===== config.mk =====
export PLATFORM = sky130hd
export DESIGN_NAME = crcv_host
export DESIGN_NICKNAME = d
export VERILOG_FILES = /design/src/crcv_pkg.sv /design/src/crcv_cyc_if.sv /design/src/crcv_host.sv /design/src/crcv_cycle.sv
export SDC_FILE = /design/constraint.sdc
export NUM_CORES = 1
export LEC_CHECK = 0
export ABC_CLOCK_PERIOD_IN_PS = 23900
export BUFFER_PORTS_ARGS = -buffer_cell sky130_fd_sc_hd__buf_2
export CORE_UTILIZATION = 35
export CTS_CLUSTER_DIAMETER = 60
export DETAILED_ROUTE_END_ITERATION = 10
export HOLD_SLACK_MARGIN = 0.15
export PLACE_DENSITY = 0.52
export SLEW_MARGIN = 20
export SYNTH_ARGS = -nofsm -noshare
export SYNTH_HDL_FRONTEND = slang
export SYNTH_SLANG_ARGS = --single-unit

===== constraint.sdc =====
create_clock -name clk_i -period 23.9 [get_ports clk_i]
set_clock_uncertainty 0.05 [all_clocks]
set_input_delay 2.39 -clock clk_i [delete_from_list [all_inputs] [get_ports clk_i]]
set_output_delay 2.39 -clock clk_i [all_outputs]
set_load 0.01 [all_outputs]

===== src/crcv_pkg.sv =====
/*
 * constants, types and command-sequence functions for the crc-64 verify
 * sequencer host.
 * assumes a 100 MHz clock and a parallel nor flash on the far side.
 */
`default_nettype none
package crcv_pkg;
    //------------------------------------------------------------------
    // timing
    //------------------------------------------------------------------
    localparam int CLK_PERIOD_NS = 10;
    localparam int T_WE_LOW_NS   = 50;
    localparam int T_HOLD_NS     = 30;
    localparam int T_ACC_NS      = 70;
    localparam logic [7:0] WE_LOW_CYC =
        8'((T_WE_LOW_NS + CLK_PERIOD_NS - 1) / CLK_PERIOD_NS);
    localparam logic [7:0] HOLD_CYC =
        8'((T_HOLD_NS + CLK_PERIOD_NS - 1) / CLK_PERIOD_NS);
    localparam logic [7:0] ACC_CYC =
        8'((T_ACC_NS + CLK_PERIOD_NS - 1) / CLK_PERIOD_NS);
    localparam logic [7:0] CNT_ONE = 8'h01;

    //------------------------------------------------------------------
    // addresses and codes
    //------------------------------------------------------------------
    localparam logic [23:0] ADDR_ZERO  = 24'h000000;
    localparam logic [23:0] ADDR_UL1_W = 24'h000555;
    localparam logic [23:0] ADDR_UL2_W = 24'h0002aa;
    localparam logic [24:0] ADDR_UL1_B = 25'h0000aaa;
    localparam logic [24:0] ADDR_UL2_B = 25'h0000555;
    localparam logic [15:0] DATA_UL1    = 16'h00aa;
    localparam logic [15:0] DATA_UL2    = 16'h0055;
    localparam logic [15:0] CMD_EXT     = 16'h00eb;
    localparam logic [15:0] CMD_CRC     = 16'h0027;
    localparam logic [15:0] CMD_CONFIRM = 16'h0029;
    localparam logic [15:0] OPT_RANGE   = 16'hfffe;
    localparam logic [15:0] OPT_CHIP    = 16'hffff;
    localparam logic [15:0] RSV_WORD    = 16'h0000;
    localparam logic [15:0] CNT_RANGE_W = 16'h000a;
    localparam logic [15:0] CNT_CHIP_B  = 16'h0009;
    localparam logic [7:0]  BYTE_PAD    = 8'h00;
    localparam logic [6:0]  DQ_MID_PAD  = 7'h00;
    localparam int          POLL_ERR_BIT = 5;
    localparam logic [15:0] OE_WR_W = 16'hffff;
    localparam logic [15:0] OE_WR_B = 16'h80ff;
    localparam logic [15:0] OE_RD_W = 16'h0000;
    localparam logic [15:0] OE_RD_B = 16'h8000;

    //------------------------------------------------------------------
    // sequence steps and data units
    //------------------------------------------------------------------
    localparam logic [4:0] STEP_UL1   = 5'd0;
    localparam logic [4:0] STEP_UL2   = 5'd1;
    localparam logic [4:0] STEP_EXT   = 5'd2;
    localparam logic [4:0] STEP_SUB   = 5'd3;
    localparam logic [4:0] STEP_CNT   = 5'd4;
    localparam logic [4:0] STEP_UNIT0 = 5'd5;
    localparam logic [4:0] U_OPT = 5'd0, U_CRC0 = 5'd1, U_CRC1 = 5'd2;
    localparam logic [4:0] U_CRC2 = 5'd3, U_CRC3 = 5'd4;
    localparam logic [4:0] U_STA_LO = 5'd5, U_STA_HI = 5'd6;
    localparam logic [4:0] U_STO_LO = 5'd8, U_STO_HI = 5'd9;
    localparam logic [4:0] UNITS_RANGE = 5'd11;
    localparam logic [4:0] UNITS_CHIP  = 5'd5;

    typedef enum logic [1:0] {E_IDLE, E_SETUP, E_ACT, E_HOLD} crcv_eng_e;
    typedef enum logic [2:0] {S_IDLE, S_ISSUE, S_WAIT_W, S_POLL, S_WAIT_R,
                              S_RST_ISSUE, S_RST_WAIT} crcv_st_e;
    typedef struct packed {
        logic [23:0] waddr;
        logic        a_lsb;
        logic [15:0] data;
    } crcv_wr_s;

    function automatic logic [4:0] units(input logic rng);
        return rng ? UNITS_RANGE : UNITS_CHIP;
    endfunction

    // index of the confirm write
    function automatic logic [4:0] last_step(input logic rng, bm);
        return STEP_UNIT0 + (bm ? 5'(units(rng) << 1) : units(rng));
    endfunction

    function automatic logic [15:0] unit_word(input logic [4:0] u,
        input logic rng, input logic [63:0] crc, input logic [31:0] sa, so);
        unique case (u)
            U_OPT:    return rng ? OPT_RANGE : OPT_CHIP;
            U_CRC0:   return crc[15:0];
            U_CRC1:   return crc[31:16];
            U_CRC2:   return crc[47:32];
            U_CRC3:   return crc[63:48];
            U_STA_LO: return sa[15:0];
            U_STA_HI: return sa[31:16];
            U_STO_LO: return so[15:0];
            U_STO_HI: return so[31:16];
            default:  return RSV_WORD;
        endcase
    endfunction

    // address and data of write k of the crc command
    function automatic crcv_wr_s cmd_write(input logic [4:0] k,
        input logic rng, bm, input logic [63:0] crc, input logic [31:0] sa,
        input logic [31:0] so);
        crcv_wr_s    w;
        logic [4:0]  j;
        logic [15:0] uw;
        logic [23:0] wa;
        logic [24:0] boff;
        j    = k - STEP_UNIT0;
        uw   = unit_word(bm ? (j >> 1) : j, rng, crc, sa, so);
        wa   = ADDR_ZERO;
        boff = '0;
        w    = '0;
        if (k == STEP_UL1)
        begin
            wa     = ADDR_UL1_W;
            boff   = ADDR_UL1_B;
            w.data = DATA_UL1;
        end
        else if (k == STEP_UL2)
        begin
            wa     = ADDR_UL2_W;
            boff   = ADDR_UL2_B;
            w.data = DATA_UL2;
        end
        else if (k == STEP_EXT)
            w.data = CMD_EXT;
        else if (k == STEP_SUB)
            w.data = CMD_CRC;
        else if (k == STEP_CNT)
            w.data = {11'h000, bm ? 5'((units(rng) << 1) - 5'd1)
                                  : 5'(units(rng) - 5'd1)};
        else if (k < last_step(rng, bm))
        begin
            wa     = 24'(j);
            boff   = 25'(j);
            w.data = !bm ? uw : (j[0] ? {BYTE_PAD, uw[15:8]}
                                      : {BYTE_PAD, uw[7:0]});
        end
        else
            w.data = CMD_CONFIRM;
        w.waddr = bm ? boff[24:1] : wa;
        w.a_lsb = bm & boff[0];
        return w;
    endfunction
endpackage
`default_nettype wire


===== src/crcv_cyc_if.sv =====
/*
 * one bus cycle request between the sequencer and its cycle engine.
 * assumes both ends share one clock; req is held for one cycle.
 */
`default_nettype none
interface crcv_cyc_if;
    logic        req;
    logic        wr;
    logic [23:0] addr;
    logic [15:0] wdata;
    logic [15:0] oe;
    logic        done;
    logic [15:0] rdata;
    modport ctl (output req, wr, addr, wdata, oe, input done, rdata);
    modport eng (input req, wr, addr, wdata, oe, output done, rdata);
endinterface
`default_nettype wire


===== src/crcv_host.sv =====
/*
 * host sequencer that issues the crc-64 verify command to a parallel
 * nor flash, polls it until ready and reports pass, fail or timeout.
 * assumes flash_ready_i and flash_dq_i are synchronous to clk_i and that
 * the device keeps its ready line low after a failed check.
 */
`default_nettype none
// Summary of operation
// - we open with two unlock writes, then the extended and crc codes.
// - we then write the count minus one and the range or chip option.
// - the expected crc goes out as four words, low byte first in x8.
// - a range check sends the start byte address low and high words.
// - a range check sends the stop byte address low and high words.
// - we finish with the confirm code and poll reads until ready, the error bit or the poll limit.
// - the whole-chip form sends the confirm right after the crc words.
module crcv_host
    import crcv_pkg::*;
#(
    parameter logic [31:0] POLL_LIMIT      = 32'h0100_0000,
    parameter logic [15:0] READ_RESET_CODE = 16'h00f0
)
(
    input  wire logic        clk_i,
    input  wire logic        rst_i,
    input  wire logic        start_i,
    input  wire logic        range_i,
    input  wire logic        byte_mode_i,
    input  wire logic [63:0] exp_crc_i,
    input  wire logic [31:0] start_addr_i,
    input  wire logic [31:0] stop_addr_i,
    input  wire logic        flash_ready_i,
    input  wire logic [15:0] flash_dq_i,
    output logic [23:0]      flash_addr_o,
    output logic [15:0]      flash_dq_o,
    output logic [15:0]      flash_dq_oe_o,
    output logic             flash_ce_n_o,
    output logic             flash_we_n_o,
    output logic             flash_oe_n_o,
    output logic             busy_o,
    output logic             done_o,
    output logic             pass_o,
    output logic             fail_o,
    output logic             timeout_o
);
    import crcv_pkg::*;

    typedef struct packed {
        crcv_st_e    st;
        logic [4:0]  k;
        logic        rng;
        logic        bm;
        logic [63:0] crc;
        logic [31:0] sa;
        logic [31:0] so;
        logic [31:0] pc;
        logic        req;
        logic        wr;
        logic [23:0] addr;
        logic [15:0] wdata;
        logic [15:0] oe;
        logic        busy;
        logic        done;
        logic        pass;
        logic        fail;
        logic        tmo;
    } crcv_top_s;

    crcv_top_s  r_r;
    crcv_top_s  r_nxt;
    crcv_wr_s   w;
    crcv_cyc_if cyc ();

    //------------------------------------------------------------------
    // command sequencing
    //------------------------------------------------------------------
    always_comb
    begin
        r_nxt      = r_r;
        r_nxt.done = 1'b0;
        w = cmd_write(r_r.k, r_r.rng, r_r.bm, r_r.crc, r_r.sa, r_r.so);
        unique case (r_r.st)
            S_IDLE:
                if (start_i)
                begin
                    r_nxt.rng  = range_i;
                    r_nxt.bm   = byte_mode_i;
                    r_nxt.crc  = exp_crc_i;
                    r_nxt.sa   = start_addr_i;
                    r_nxt.so   = stop_addr_i;
                    r_nxt.k    = STEP_UL1;
                    r_nxt.busy = 1'b1;
                    r_nxt.pass = 1'b0;
                    r_nxt.fail = 1'b0;
                    r_nxt.tmo  = 1'b0;
                    r_nxt.st   = S_ISSUE;
                end
            S_ISSUE:
            begin
                // unlock, codes, count, option, crc, addresses, confirm
                r_nxt.req   = 1'b1;
                r_nxt.wr    = 1'b1;
                r_nxt.addr  = w.waddr;
                r_nxt.wdata = r_r.bm ? {w.a_lsb, DQ_MID_PAD, w.data[7:0]}
                                     : w.data;
                r_nxt.oe    = r_r.bm ? OE_WR_B : OE_WR_W;
                r_nxt.st    = S_WAIT_W;
            end
            S_WAIT_W:
            begin
                r_nxt.req = 1'b0;
                if (cyc.done)
                begin
                    // both forms end at the confirm write, last_step
                    if (r_r.k == last_step(r_r.rng, r_r.bm))
                    begin
                        r_nxt.pc = '0;
                        r_nxt.st = S_POLL;
                    end
                    else
                    begin
                        r_nxt.k  = r_r.k + 5'd1;
                        r_nxt.st = S_ISSUE;
                    end
                end
            end
            S_POLL:
            begin
                r_nxt.req   = 1'b1;
                r_nxt.wr    = 1'b0;
                r_nxt.addr  = ADDR_ZERO;
                r_nxt.wdata = RSV_WORD;
                r_nxt.oe    = r_r.bm ? OE_RD_B : OE_RD_W;
                r_nxt.st    = S_WAIT_R;
            end
            S_WAIT_R:
            begin
                r_nxt.req = 1'b0;
                if (cyc.done)
                begin
                    if (flash_ready_i)
                    begin
                        r_nxt.pass = 1'b1;
                        r_nxt.busy = 1'b0;
                        r_nxt.done = 1'b1;
                        r_nxt.st   = S_IDLE;
                    end
                    else if (cyc.rdata[POLL_ERR_BIT])
                    begin
                        r_nxt.fail = 1'b1;
                        r_nxt.st   = S_RST_ISSUE;
                    end
                    else if (r_r.pc == POLL_LIMIT)
                    begin
                        r_nxt.fail = 1'b1;
                        r_nxt.tmo  = 1'b1;
                        r_nxt.st   = S_RST_ISSUE;
                    end
                    else
                    begin
                        r_nxt.pc = r_r.pc + 32'h1;
                        r_nxt.st = S_POLL;
                    end
                end
            end
            S_RST_ISSUE:
            begin
                // read/reset brings a failed device back to read mode
                r_nxt.req   = 1'b1;
                r_nxt.wr    = 1'b1;
                r_nxt.addr  = ADDR_ZERO;
                r_nxt.wdata = r_r.bm ? {1'b0, DQ_MID_PAD,
                                        READ_RESET_CODE[7:0]}
                                     : READ_RESET_CODE;
                r_nxt.oe    = r_r.bm ? OE_WR_B : OE_WR_W;
                r_nxt.st    = S_RST_WAIT;
            end
            S_RST_WAIT:
            begin
                r_nxt.req = 1'b0;
                if (cyc.done)
                begin
                    r_nxt.busy = 1'b0;
                    r_nxt.done = 1'b1;
                    r_nxt.st   = S_IDLE;
                end
            end
        endcase
    end

    always_ff @(posedge clk_i or posedge rst_i)
    begin
        if (rst_i)
            r_r <= '0;
        else
            r_r <= r_nxt;
    end

    assign cyc.req   = r_r.req;
    assign cyc.wr    = r_r.wr;
    assign cyc.addr  = r_r.addr;
    assign cyc.wdata = r_r.wdata;
    assign cyc.oe    = r_r.oe;
    assign busy_o    = r_r.busy;
    assign done_o    = r_r.done;
    assign pass_o    = r_r.pass;
    assign fail_o    = r_r.fail;
    assign timeout_o = r_r.tmo;

    crcv_cycle u_cycle (
        .clk_i         (clk_i),
        .rst_i         (rst_i),
        .cyc           (cyc.eng),
        .flash_dq_i    (flash_dq_i),
        .flash_addr_o  (flash_addr_o),
        .flash_dq_o    (flash_dq_o),
        .flash_dq_oe_o (flash_dq_oe_o),
        .flash_ce_n_o  (flash_ce_n_o),
        .flash_we_n_o  (flash_we_n_o),
        .flash_oe_n_o  (flash_oe_n_o)
    );

    localparam logic [4:0] K_CRC_LO_B = STEP_UNIT0 + 5'(U_CRC0 << 1);
    localparam logic [4:0] K_STA_LO_W = STEP_UNIT0 + U_STA_LO;
    localparam logic [4:0] K_STO_HI_W = STEP_UNIT0 + U_STO_HI;
    localparam logic [4:0] K_CONF_CW  = STEP_UNIT0 + UNITS_CHIP;
endmodule // crcv_host
`default_nettype wire


===== src/crcv_cycle.sv =====
/*
 * flash bus cycle engine: one write or read cycle per request.
 * assumes flash_dq_i is synchronous to clk_i.
 */
`default_nettype none
module crcv_cycle
    import crcv_pkg::*;
(
    input  wire logic  clk_i,
    input  wire logic  rst_i,
    crcv_cyc_if.eng    cyc,
    input  wire logic [15:0] flash_dq_i,
    output logic [23:0] flash_addr_o,
    output logic [15:0] flash_dq_o,
    output logic [15:0] flash_dq_oe_o,
    output logic        flash_ce_n_o,
    output logic        flash_we_n_o,
    output logic        flash_oe_n_o
);
    import crcv_pkg::*;

    typedef struct packed {
        crcv_eng_e   st;
        logic        wr;
        logic [7:0]  cnt;
        logic        ce_n;
        logic        we_n;
        logic        oe_n;
        logic [23:0] addr;
        logic [15:0] dq;
        logic [15:0] dq_oe;
        logic [15:0] rdata;
        logic        done;
    } crcv_eng_s;

    localparam crcv_eng_s ENG_RST = '{st: E_IDLE, wr: 1'b0, cnt: 8'h00,
        ce_n: 1'b1, we_n: 1'b1, oe_n: 1'b1, addr: 24'h000000,
        dq: 16'h0000, dq_oe: 16'h0000, rdata: 16'h0000, done: 1'b0};

    crcv_eng_s r_r;
    crcv_eng_s r_nxt;

    //------------------------------------------------------------------
    // cycle sequencing
    //------------------------------------------------------------------
    always_comb
    begin
        r_nxt      = r_r;
        r_nxt.done = 1'b0;
        unique case (r_r.st)
            E_IDLE:
                if (cyc.req)
                begin
                    r_nxt.st    = E_SETUP;
                    r_nxt.wr    = cyc.wr;
                    r_nxt.addr  = cyc.addr;
                    r_nxt.dq    = cyc.wdata;
                    r_nxt.dq_oe = cyc.oe;
                    r_nxt.ce_n  = 1'b0;
                end
            E_SETUP:
            begin
                r_nxt.st   = E_ACT;
                r_nxt.cnt  = r_r.wr ? WE_LOW_CYC : ACC_CYC;
                r_nxt.we_n = !r_r.wr;
                r_nxt.oe_n = r_r.wr;
            end
            E_ACT:
                if (r_r.cnt == CNT_ONE)
                begin
                    r_nxt.st   = E_HOLD;
                    r_nxt.we_n = 1'b1;
                    r_nxt.oe_n = 1'b1;
                    r_nxt.cnt  = HOLD_CYC;
                    if (!r_r.wr)
                        r_nxt.rdata = flash_dq_i;
                end
                else
                    r_nxt.cnt = r_r.cnt - CNT_ONE;
            E_HOLD:
                if (r_r.cnt == CNT_ONE)
                begin
                    r_nxt.st    = E_IDLE;
                    r_nxt.ce_n  = 1'b1;
                    r_nxt.dq_oe = OE_RD_W;
                    r_nxt.done  = 1'b1;
                end
                else
                    r_nxt.cnt = r_r.cnt - CNT_ONE;
        endcase
    end

    always_ff @(posedge clk_i or posedge rst_i)
    begin
        if (rst_i)
            r_r <= ENG_RST;
        else
            r_r <= r_nxt;
    end

    assign cyc.done      = r_r.done;
    assign cyc.rdata     = r_r.rdata;
    assign flash_addr_o  = r_r.addr;
    assign flash_dq_o    = r_r.dq;
    assign flash_dq_oe_o = r_r.dq_oe;
    assign flash_ce_n_o  = r_r.ce_n;
    assign flash_we_n_o  = r_r.we_n;
    assign flash_oe_n_o  = r_r.oe_n;
endmodule // crcv_cycle
`default_nettype wire


Word level (Yosys, flattened, before mapping)
Cells that the tools add are included.
Storage, ports and cells
  register bits: 310
  output and inout bits: 64
Operators by class
  $add $sub $neg: 7
  order comparisons: 1
  equality and inequality tests: 40
  mux-type cells: 79
  bitwise operators: 2
  reduce and logical (&&, ||, !) cells: 30
Operator list (number)
  $mux W32: 6
  $mux W16: 11
  $pmux W57 S3: 1
  $pmux W16 S9: 1
  $mux W138: 1
  $mux W5: 13
  $pmux W32 S2: 1
  $add A32 B1 Y32 const B: 1
  $eq A32 B25 Y1 const B: 1
  $mux W8: 4
  $pmux W16 S2: 1
  $mux W24: 1
  $mux W3: 8
  $pmux W8 S3: 1
  $mux W11: 2
  $pmux W3 S7: 1
  $eq A5 B2 Y1 const B: 4
  $eq A5 B3 Y1 const B: 4
  $ne A2 B2 Y1 const B: 10
  $mux W15: 1
  $mux W2: 7
  $mux W12: 1
  $reduce_and A4 Y1: 3
  $reduce_bool A2 Y1: 6
  other kinds (39): 69

Depth between registers and ports, before layout
Gate-level depths: netlist of run 1.
  depth after elaboration: 14
  depth in mapped cells: 15

Hierarchy
A second synthesis of run 1 with hierarchy kept.
Second synthesis, totals
  cells, all modules: 1261
  area total of the unflattened synthesis: 14463.9 um^2
By module, submodules not included
  crcv_host: instances 1, cells each 946, area each 10362.4 um^2, sequential area each 5054.8 um^2
  crcv_cycle: instances 1, cells each 315, area each 4101.4 um^2, sequential area each 2180.8 um^2

Least setup slack after synthesis of run 1
OpenSTA, ideal clock, no wires.
  kind: in2reg
  from: input port flash_ready_i
  to: register r_r[83] (netlist name)
  data arrival time: 3.727 ns
  data required time: 23.732 ns
  slack: 20.004 ns
  stages: 6
  buffers on the path: 0
  path through: a211o_1 a2111o_4 nor2_8 nand3_1 xnor2_1 and2b_1
On the way
  cells in the longest elaborated chain, start to end: 2
Ends and longest elaborated chain
  start: declaration: line crcv_host.sv:31  | input wire logic flash_ready_i,
  $ne A2 B2 Y1 (no source line)
  $reduce_and A7 Y1 (no source line)
  end signal: assignment: line crcv_host.sv:195  | r_r <= r_nxt;
  end: declaration: line crcv_host.sv:68  | crcv_top_s r_r;
Every way passes these cells.
A chain may end at the register's enable or synchronous reset.

Worst setup path after layout of run 1
  from: register r_r[225] (netlist name)
  to: register r_r (netlist bit cyc.wdata[10])
On the way
  cells in the longest elaborated chain, start to end: 13
  elaborated cells between the ends (all ways): 27
  classes of those cells: 1 x add/sub; 1 x order compare; 12 x eq/ne; 11 x mux; 2 x reduce/logical
Ends and longest elaborated chain
  $sub A5 B3 Y5: line crcv_pkg.sv:108  | j = k - STEP_UNIT0;
  $mux W5: line crcv_pkg.sv:109  | uw = unit_word(bm ? (j >> 1) : j, rng, crc, sa, so);
  $eq A5 B4 Y1, or another cell as far along: line crcv_pkg.sv:85  | unique case (u)
  $pmux W16 S9: line crcv_pkg.sv:85
  $mux W16: line crcv_pkg.sv:136  | w.data = !bm ? uw : (j[0] ? {BYTE_PAD, uw[15:8]}
  $mux W16: line crcv_pkg.sv:132  | else if (k < last_step(rng, bm))
  $mux W16: line crcv_pkg.sv:129  | else if (k == STEP_CNT)
  $mux W16: line crcv_pkg.sv:127  | else if (k == STEP_SUB)
  $mux W16: line crcv_pkg.sv:125  | else if (k == STEP_EXT)
  $mux W16: line crcv_pkg.sv:119  | else if (k == STEP_UL2)
  $mux W16 *: line crcv_pkg.sv:113  | if (k == STEP_UL1)
  $mux W16 *: line crcv_host.sv:103  | r_nxt.wdata = r_r.bm ? {w.a_lsb, DQ_MID_PAD, w.data[7:0]}
  $pmux W57 S3 *: line crcv_host.sv:81  | unique case (r_r.st)
Mark *: on every way between the ends. The rest lies on a longest branch, timed or not.

==> reports/results.md, run 1 <==
| Group | Item | Value |
| --- | --- | --- |
| synth | Number of enable-type register cells in the synthesized netlist | 0 |
| setup path | Arrival time of data at the critical path endpoint | 4.89 ns |
| setup path | Worst setup EP type | flip-flop |
| drt | Via density | 5.33 |
| synth | Synth Warn # | 0 |
| drt | Routed via count | 9495 |
| die | Core Region | 34800 sq um |
| global routing | GR Util All Layers | 19.0% |
| drt | DRT antenna net count | 0 |
| sta | Final TNS setup | 0 ns |
| global routing | Maximum number of pins on one net before global-route repair | 130 |
| die | Area of the die | 36400 sq um |
| sta | Hold violation total from the final report | 0 |
| place | HPWL reported at the end of detailed placement | 25000 um |
| setup path | Critical Path Max Stage Delay | 0.93 ns |
| die | Row Count | 68 |
| final layout | Fillers | 3402 |
| final layout | Area added between synthesis and finish | 17.0% |
| die | Io pins | 214 |
| clocking | Clock insertion delay at the later pin of the skew report | 0.56 ns |
| setup path | Data required, critical path | 24.34 ns |
| synth | Post-synthesis area per instance | 10.8 sq um |
| global routing | Global-route wire length before repair | 54000 um |
| clocking | Post-CTS Setup Bufs | 0 |
| synth | Instance count of the mapped netlist | 1160 |
| worst hold path | Kind of path behind the tightest hold check | flip-flop to flip-flop |
| drt | Met1 wire length | 15500 um |
| drt | Detail Route met2 WL | 15300 um |
| global routing | Antenna violations before repair | 16 |
| clocking | CTS Buf Count | 31 |
| drt | Mean routed wirelength per cell | 19.4 um |
| place | Count of buffers inserted at the top-level ports | 185 |
| clocking | Depth of the CTS H-tree | 1 |
| power and ir drop | IR drop worst, VDD | 0.0647 mV |
| sta | Final critical delay including setup and external delays | 4.45 ns |
| power and ir drop | LEAKAGE | 0.00705 uW |
| drt | Detailed-routing iteration count for the pre-antenna-repair pass | 5 |
| clocking | Sink Count | 244 |
| run | Maxcap violations | 0 |
| clocking | CTS root buffer | sky130_fd_sc_hd__clkbuf_16 |
| power and ir drop | Power Density | 62.5 nW/um^2 |
| final layout | # nets final | 1466 |
| die | Y dimension of the die | 191 um |
| drt | Routed wl met3 | 2770 um |
| final layout | Ratio of cells with drive above 1 in the final layout | 32.4% |
| sta | Portion of the clock cycle consumed by the worst path in the final layout | 18.6% |
| setup path | Series of cell instances along the critical path | buf_4 > inv_1 > ha_1 > xor2_1 > o32ai_1 > nand3_1 > a211oi_1 > nor3b_1 > o21ai_0 > nand2_1 |
| drt | Initial DRC count | 563 |
| setup path | Slowest library cell on the worst path | sky130_fd_sc_hd__o32ai_1 |
| setup path | Type of origin of the critical path | flip-flop |
| sta | Max-slew violation count | 0 |
| sta | Fmax | 0.225 GHz |
| sta | Slew at the pin with the worst max-slew slack | 1.07 ns |
| setup path | Maximum fanout count along the critical path | 24 |
| outcome | Result of the run | completed |
| clocking | Worst-case clock buffer depth | 3 |
| place | Placer's final routability congestion estimate | 0.834 |
| drt | Post-route DRC | 0 |
| synth | Most used flip-flop cell after synthesis | sky130_fd_sc_hd__dfrtp_1 |
| drt | Topmost layer with routed signal wires | met5 |
| die | Starting utilization of the core area | 35.9% |
| clocking | Cts hold-fix bufs | 0 |
| global routing | Global route overflow | 0 |
| sta | RSZ-0062 raised after global routing | false |
| clocking | Post_cts resized | 0 |
| sta | Relative max-transition margin | 28.4% |
| synth | Syn Std Cell Area | 12500 sq um |
| die | Width of the chip | 191 um |
| drt | Wire length after detailed routing | 34600 um |
| global routing | Via count of the first global-routing pass | 9381 |
| synth | Fraction of registers with async set/reset | 100% |
| setup path | WS Path Type | flip-flop to flip-flop |
| clocking | Clock slew at the register clock pins of the worst setup and hold paths | 0.06 ns |
| synth | Proportion of synthesized chip area in sequential cells | 48.9% |
| sta | Final count of negative-setup-slack endpoints | 0 |
| clocking | TritonCTS clock tree | yes |
| synth | Post-synth cell types | 72 |
| sta | Worst hold slack | 0.429 ns |
| synth | Count of state elements after synthesis | 244 |
-- worst paths after layout --
check	depth (start not counted)	startpoint	slack (ns)	end
setup / recovery	10	r_r[225]	19.45	cyc.wdata[10]
hold / removal	2	cyc.addr[8]	0.43	cyc.addr[8]
hold reg to reg	2	cyc.addr[8]	0.43	cyc.addr[8]
setup reg to reg	10	r_r[225]	19.45	cyc.wdata[10]
min in group asynchronous	2	rst_i	1.95	r_r[196]
max in group asynchronous	4	rst_i	19.78	u_cycle.flash_dq_o[12]
-- cells in the final DEF (no fill, tap or decap), types with 28 or more instances in the layout --
| cell type | synthesis | routed |
|---|---|---|
| sky130_fd_sc_hd__clkbuf_16 | 0 | 31 |
| sky130_fd_sc_hd__nor2_1 | 70 | 69 |
| sky130_fd_sc_hd__inv_1 | 29 | 28 |
| sky130_fd_sc_hd__a21oi_1 | 49 | 49 |
| sky130_fd_sc_hd__nand2_1 | 93 | 92 |
| sky130_fd_sc_hd__buf_2 | 10 | 185 |
| sky130_fd_sc_hd__dfrtp_1 | 241 | 241 |
| sky130_fd_sc_hd__nand3_1 | 36 | 36 |
| sky130_fd_sc_hd__mux2_2 | 155 | 155 |
| sky130_fd_sc_hd__o21ai_0 | 50 | 50 |
-- worst max-delay path: cells and delay by family, from the launching register on --
kind,cells,cell delay [ns]
xor gates and xnor gates,1,0.14
DFF,1,0.35
AOI/OAI and AO/OA,3,1.70
adders and majority gates,1,0.49
buffers and inverters,2,0.67
and+or+nand+nor,3,0.98
-- synth_stat cells (4+ instances only) --
cell | count | share of area [%]
sky130_fd_sc_hd__nand4_1 | 19 | 0.95
sky130_fd_sc_hd__nor4_1 | 9 | 0.45
sky130_fd_sc_hd__nor3_1 | 15 | 0.60
sky130_fd_sc_hd__buf_2 | 10 | 0.40
sky130_fd_sc_hd__and4_1 | 4 | 0.28
sky130_fd_sc_hd__nand2b_1 | 7 | 0.35
sky130_fd_sc_hd__a222oi_1 | 8 | 0.64
sky130_fd_sc_hd__clkbuf_1 | 43 | 1.3
sky130_fd_sc_hd__a21oi_1 | 49 | 2.0
sky130_fd_sc_hd__a221o_1 | 6 | 0.48
sky130_fd_sc_hd__nor2_1 | 70 | 2.1
sky130_fd_sc_hd__and3_1 | 12 | 0.60
sky130_fd_sc_hd__o22ai_1 | 7 | 0.35
sky130_fd_sc_hd__o31ai_1 | 7 | 0.42
sky130_fd_sc_hd__dfrtp_1 | 241 | 48
sky130_fd_sc_hd__ha_1 | 22 | 2.2
sky130_fd_sc_hd__nand2_1 | 93 | 2.8
sky130_fd_sc_hd__mux2_2 | 155 | 14
sky130_fd_sc_hd__a22o_1 | 15 | 1.1
sky130_fd_sc_hd__and2_1 | 6 | 0.30
sky130_fd_sc_hd__xnor2_1 | 19 | 1.3
sky130_fd_sc_hd__a31oi_1 | 12 | 0.60
sky130_fd_sc_hd__o211ai_1 | 5 | 0.30
sky130_fd_sc_hd__o32ai_1 | 5 | 0.35
sky130_fd_sc_hd__a211oi_1 | 7 | 0.42
sky130_fd_sc_hd__or3_1 | 10 | 0.50
sky130_fd_sc_hd__buf_4 | 56 | 3.4
sky130_fd_sc_hd__nand3_1 | 36 | 1.4
sky130_fd_sc_hd__xor2_1 | 22 | 1.5
sky130_fd_sc_hd__a22oi_1 | 24 | 1.4
sky130_fd_sc_hd__inv_1 | 29 | 0.87
sky130_fd_sc_hd__nor2b_1 | 9 | 0.45
sky130_fd_sc_hd__o21ai_0 | 50 | 2.0
sky130_fd_sc_hd__a221oi_1 | 17 | 1.2
-- final cells by class --
cell class              count  area, sq um  share of cell area (%)
clock inverters            12          158                    1.08
diodes                      8         20.0                   0.137
inverters                  29          116                   0.796
flip-flops and latches    244         6110                    41.8
multi-input cells         787         5680                    38.9
well taps                 455          569                    3.90
repair buffers            201         1050                    7.16
clock buffers              46          912                    6.24
-- flip-flops by register name, indices dropped and copies added (netlist names), 3 cells and up --
| name | count |
|---|---|
| r_r | 170 |
| cyc.wdata | 16 |
| u_cycle.flash_dq_o | 16 |
| u_cycle.r_r | 11 |
| cyc.addr | 7 |
| u_cycle.flash_addr_o | 7 |
| cyc.oe | 3 |
| u_cycle.flash_dq_oe_o | 3 |
-- layer usage --
layer,up-vias,GRT usage [%]
met4,16,4.98
met3,67,5.80
li1,4461,-
met2,268,29.1
met1,4683,26.0
met5,-,0
-- metrics by stage --
| stage | utilization, % | total power [uW] | cell area (sq um) | setup slack (ns) | cells |
|---|---|---|---|---|---|
| 2_1_floorplan | - | 430 | 12500 | 14.76 | 1172 |
| 3_3_place_gp | 38.9 | 443 | 13500 | 18.97 | 1716 |
| 3_5_place_dp | 38.9 | 443 | 13500 | 18.99 | 1716 |
| 4_1_cts | 41.9 | 926 | 14600 | 19.48 | 1774 |
| 5_1_grt | 42.0 | 944 | 14600 | 19.09 | 1777 |
| 6_report | 42.0 | 913 | 14600 | 19.45 | 1782 |
-- power breakdown --
| group | internal, uW | switching [uW] | total, uW |
|---|---|---|---|
| Clock | 296 | 182 | 478 |
| Sequential | 413 | 0.0423 | 413 |
| Combinational | 8.15 | 12.9 | 21.0 |
| Total | 718 | 195 | 913 |
-- cells by family after synthesis --
group	count (synthesis)	share of synthesized area, %
and+or+nand+nor	309	12.1
other	1	0.0300
xor gates and xnor gates	41	2.87
muxes	157	14.1
buffers and inverters	141	6.08
DFF	244	48.9
adders and majority gates	22	2.20
AOI/OAI and AO/OA	245	13.6
(Power assumes the default switching activity.)
==> run 2, diff against run 1 <==
ABC_CLOCK_PERIOD_IN_PS = 4030   (was 23900)
PLACE_DENSITY = 0.54   (was 0.52)
clock period = 4.03 ns   (was 23.9 ns; I/O delays follow)
==> run 2 against run 1 <==
  * Global-route usage up 1.0 points
  * Critical path depth increased by 2
  * Maximum frequency grew 19%
  * Core utilization increased by 4.0 points
  * Die area unchanged
  * Setup slack got worse by 19 ns
  * Wire length increased by 5.7%
  * Via count rose by 6.5%
  * Largest power group unchanged
  * First-iteration DRC count increased by 23%
  * Cell count grew 7.8%
  * Sequential share of layout area decreased by 3.6 points
  * Clock-buffer cell count fell by 4
==> reports/results.md, run 2 (synthesized netlist as in run 1, its figures left out) <==
| Group | Item | Value |
| --- | --- | --- |
| drt | Post-route DRC | 0 |
| final layout | Combined flip-flop and latch cell area | 6110 sq um |
| drt | Via density | 5.27 |
| place | Placer's final routability congestion estimate | 0.860 |
| power and ir drop | Proportion of power drawn by combinational gates | 4.4% |
| power and ir drop | Power Density | 336 nW/um^2 |
| sta | Max-slew violation count | 0 |
| power and ir drop | Clock network fraction of design power | 50.0% |
| power and ir drop | Switching power share of the total | 21.7% |
| clocking | CTS root buffer | sky130_fd_sc_hd__clkbuf_16 |
| drt | Detailed-routing iteration count for the pre-antenna-repair pass | 7 |
| global routing | Antenna violations before repair | 3 |
| sta | Hold violation total from the final report | 0 |
| clocking | Sink Count | 244 |
| final layout | Final Core Density | 46.0% |
| setup path | Maximum fanout count along the critical path | 11 |
| clocking | Post-CTS Setup Bufs | 0 |
| drt | Initial DRC count | 694 |
| outcome | Result of the run | completed |
| setup path | WS Path Type | flip-flop to flip-flop |
| power and ir drop | Flop pwr share | 45.6% |
| final layout | Area of the multi-input gates | 5680 sq um |
| power and ir drop | Power Internal | 4210 uW |
| power and ir drop | Net switching component of the power | 1170 uW |
| final layout | Most common library cell in the layout ignoring fill and taps | sky130_fd_sc_hd__dfrtp_1 |
| sta | RSZ-0062 raised after global routing | false |
| global routing | GR Util All Layers | 20.1% |
| clocking | CTS Buf Count | 30 |
| setup path | Worst setup EP type | flip-flop |
| clocking | Clock slew at the register clock pins of the worst setup and hold paths | 0.06 ns |
| setup path | Type of origin of the critical path | flip-flop |
| clocking | TritonCTS clock tree | yes |
| drt | Routed via count | 10100 |
| drt | DRT antenna net count | 0 |
| final layout | Most frequent cells in the layout | sky130_fd_sc_hd__dfrtp_1 (241), sky130_fd_sc_hd__buf_2 (185), sky130_fd_sc_hd__mux2_2 (155) |
| final layout | Ratio of cells with drive above 1 in the final layout | 29.7% |
| worst hold path | Kind of path behind the tightest hold check | input pin to asynchronous set/reset pin |
| power and ir drop | IR drop worst, VDD | 0.301 mV |
| global routing | Global route overflow | 0 |
| die | Y dimension of the die | 191 um |
| global routing | Via count of the first global-routing pass | 10100 |
| sta | Final TNS setup | 0 ns |
| sta | Slew at the pin with the worst max-slew slack | 1.03 ns |
| place | Count of buffers inserted at the top-level ports | 185 |
| die | Width of the chip | 191 um |
| die | Starting utilization of the core area | 35.9% |
| power and ir drop | Overall power of the completed layout | 5370 uW |
| sta | Fmax | 0.268 GHz |
| final layout | Largest reg by FF count | r_r |
| place | HPWL reported at the end of detailed placement | 25200 um |
| final layout | Number of flip-flops under the largest register name | 170 |
| global routing | Global-route wire length before repair | 57600 um |
| final layout | # nets final | 1615 |
| sta | Relative max-transition margin | 30.9% |
| setup path | Data required, critical path | 4.40 ns |
| die | Io pins | 214 |
| drt | Wire length after detailed routing | 36500 um |
| final layout | Fillers | 3276 |
| clocking | Depth of the CTS H-tree | 1 |
| die | Area of the die | 36400 sq um |
| final layout | Post-Layout Cell Count | 1921 |
| run | Maxcap violations | 0 |
| final layout | Area added between synthesis and finish | 28.0% |
| clocking | Worst-case clock buffer depth | 3 |
| die | Row Count | 68 |
| sta | Final count of negative-setup-slack endpoints | 0 |
| clocking | Post_cts resized | 0 |
| sta | Final critical delay including setup and external delays | 3.74 ns |
| place | Total placed cells including tap cells | 1732 |
| power and ir drop | LEAKAGE | 0.00765 uW |
| setup path | Arrival time of data at the critical path endpoint | 4.11 ns |
| sta | Portion of the clock cycle consumed by the worst path in the final layout | 92.7% |
| global routing | Maximum number of pins on one net before global-route repair | 136 |
| die | Core Region | 34800 sq um |
| clocking | Clock insertion delay at the later pin of the skew report | 0.57 ns |
| drt | Mean routed wirelength per cell | 19.0 um |
[run 2: cell count changes in the layout (fill, tap and decap cells not counted), sizes merged]
cell	delta
clkbuf	-4
clkinvlp	+1
dlygate4sd3	+134
inv	-2
buf	+16
diode	-6
[run 2: repair_timing]
| item | 4_1_cts | 5_1_grt |
|---|---|---|
| hold endpoints to repair | 141 | 0 |
| endpoints found under the setup margin | 0 | 0 |
| hold buffers | 134 | 0 |
[run 2: final timing paths]
kind,slack [ns],cells after the start,startpoint,end
worst max-delay path,0.29,12,r_r[226],cyc.wdata[3]
worst min-delay path,0.31,3,rst_i,r_r[224]
worst max register to register,0.29,12,r_r[226],cyc.wdata[3]
worst min register to register,0.43,2,cyc.addr[3],cyc.addr[3]
max in group asynchronous,2.49,4,rst_i,u_cycle.r_r[76]
min in group clk_i,0.43,2,cyc.addr[3],cyc.addr[3]
[run 2: power by group through the flow]
stage,Clock (uW),Sequential (uW),Combinational (uW)
after floorplan,0,2500,52.3
after global placement,0,2500,133
after detailed placement,0,2500,134
after CTS,2760,2450,236
after global routing,2850,2450,260
final,2690,2450,236
[run 2: metrics by stage]
| stage | instance area [sq um] | setup slack [ns] | hold WS [ns] |
|---|---|---|---|
| after floorplan | 12500 | 0.376 | 0.389 |
| after CTS | 16000 | 0.350 | 0.295 |
| final | 16000 | 0.292 | 0.313 |
| after global routing | 16000 | 0.0304 | 0.314 |
| after global placement | 13700 | 0.364 | 0.331 |
| after detailed placement | 13700 | 0.381 | 0.330 |
[run 2: cell type report]
class                   count  area share [%]
inverters                  29           0.704
clock inverters            11            1.00
multi-input cells         787            35.5
flip-flops and latches    244            38.2
repair buffers            351            15.8
well taps                 455            3.56
diodes                      2          0.0313
clock buffers              42            5.16
[run 2: routing by layer]
metal,vias up,global-route usage [%],wire [um]
met5,-,0,11
met4,2,7.05,1150
met3,75,3.97,2340
met2,331,31.1,16700
met1,4960,27.8,16300
li1,4747,-,-
[run 2: critical path, stage by stage (launching register included)]
cell and delay (ns):
sky130_fd_sc_hd__dfrtp_1 0.49, sky130_fd_sc_hd__inv_1 0.21, sky130_fd_sc_hd__ha_1 0.42, sky130_fd_sc_hd__xor2_1 0.24, sky130_fd_sc_hd__o32a_1 0.46, sky130_fd_sc_hd__a211oi_1 0.10
sky130_fd_sc_hd__buf_4 0.21, sky130_fd_sc_hd__o2bb2ai_1 0.15, sky130_fd_sc_hd__a2111oi_0 0.62, sky130_fd_sc_hd__buf_4 0.23, sky130_fd_sc_hd__nand4_1 0.08, sky130_fd_sc_hd__a21oi_1 0.20
sky130_fd_sc_hd__o311ai_0 0.15
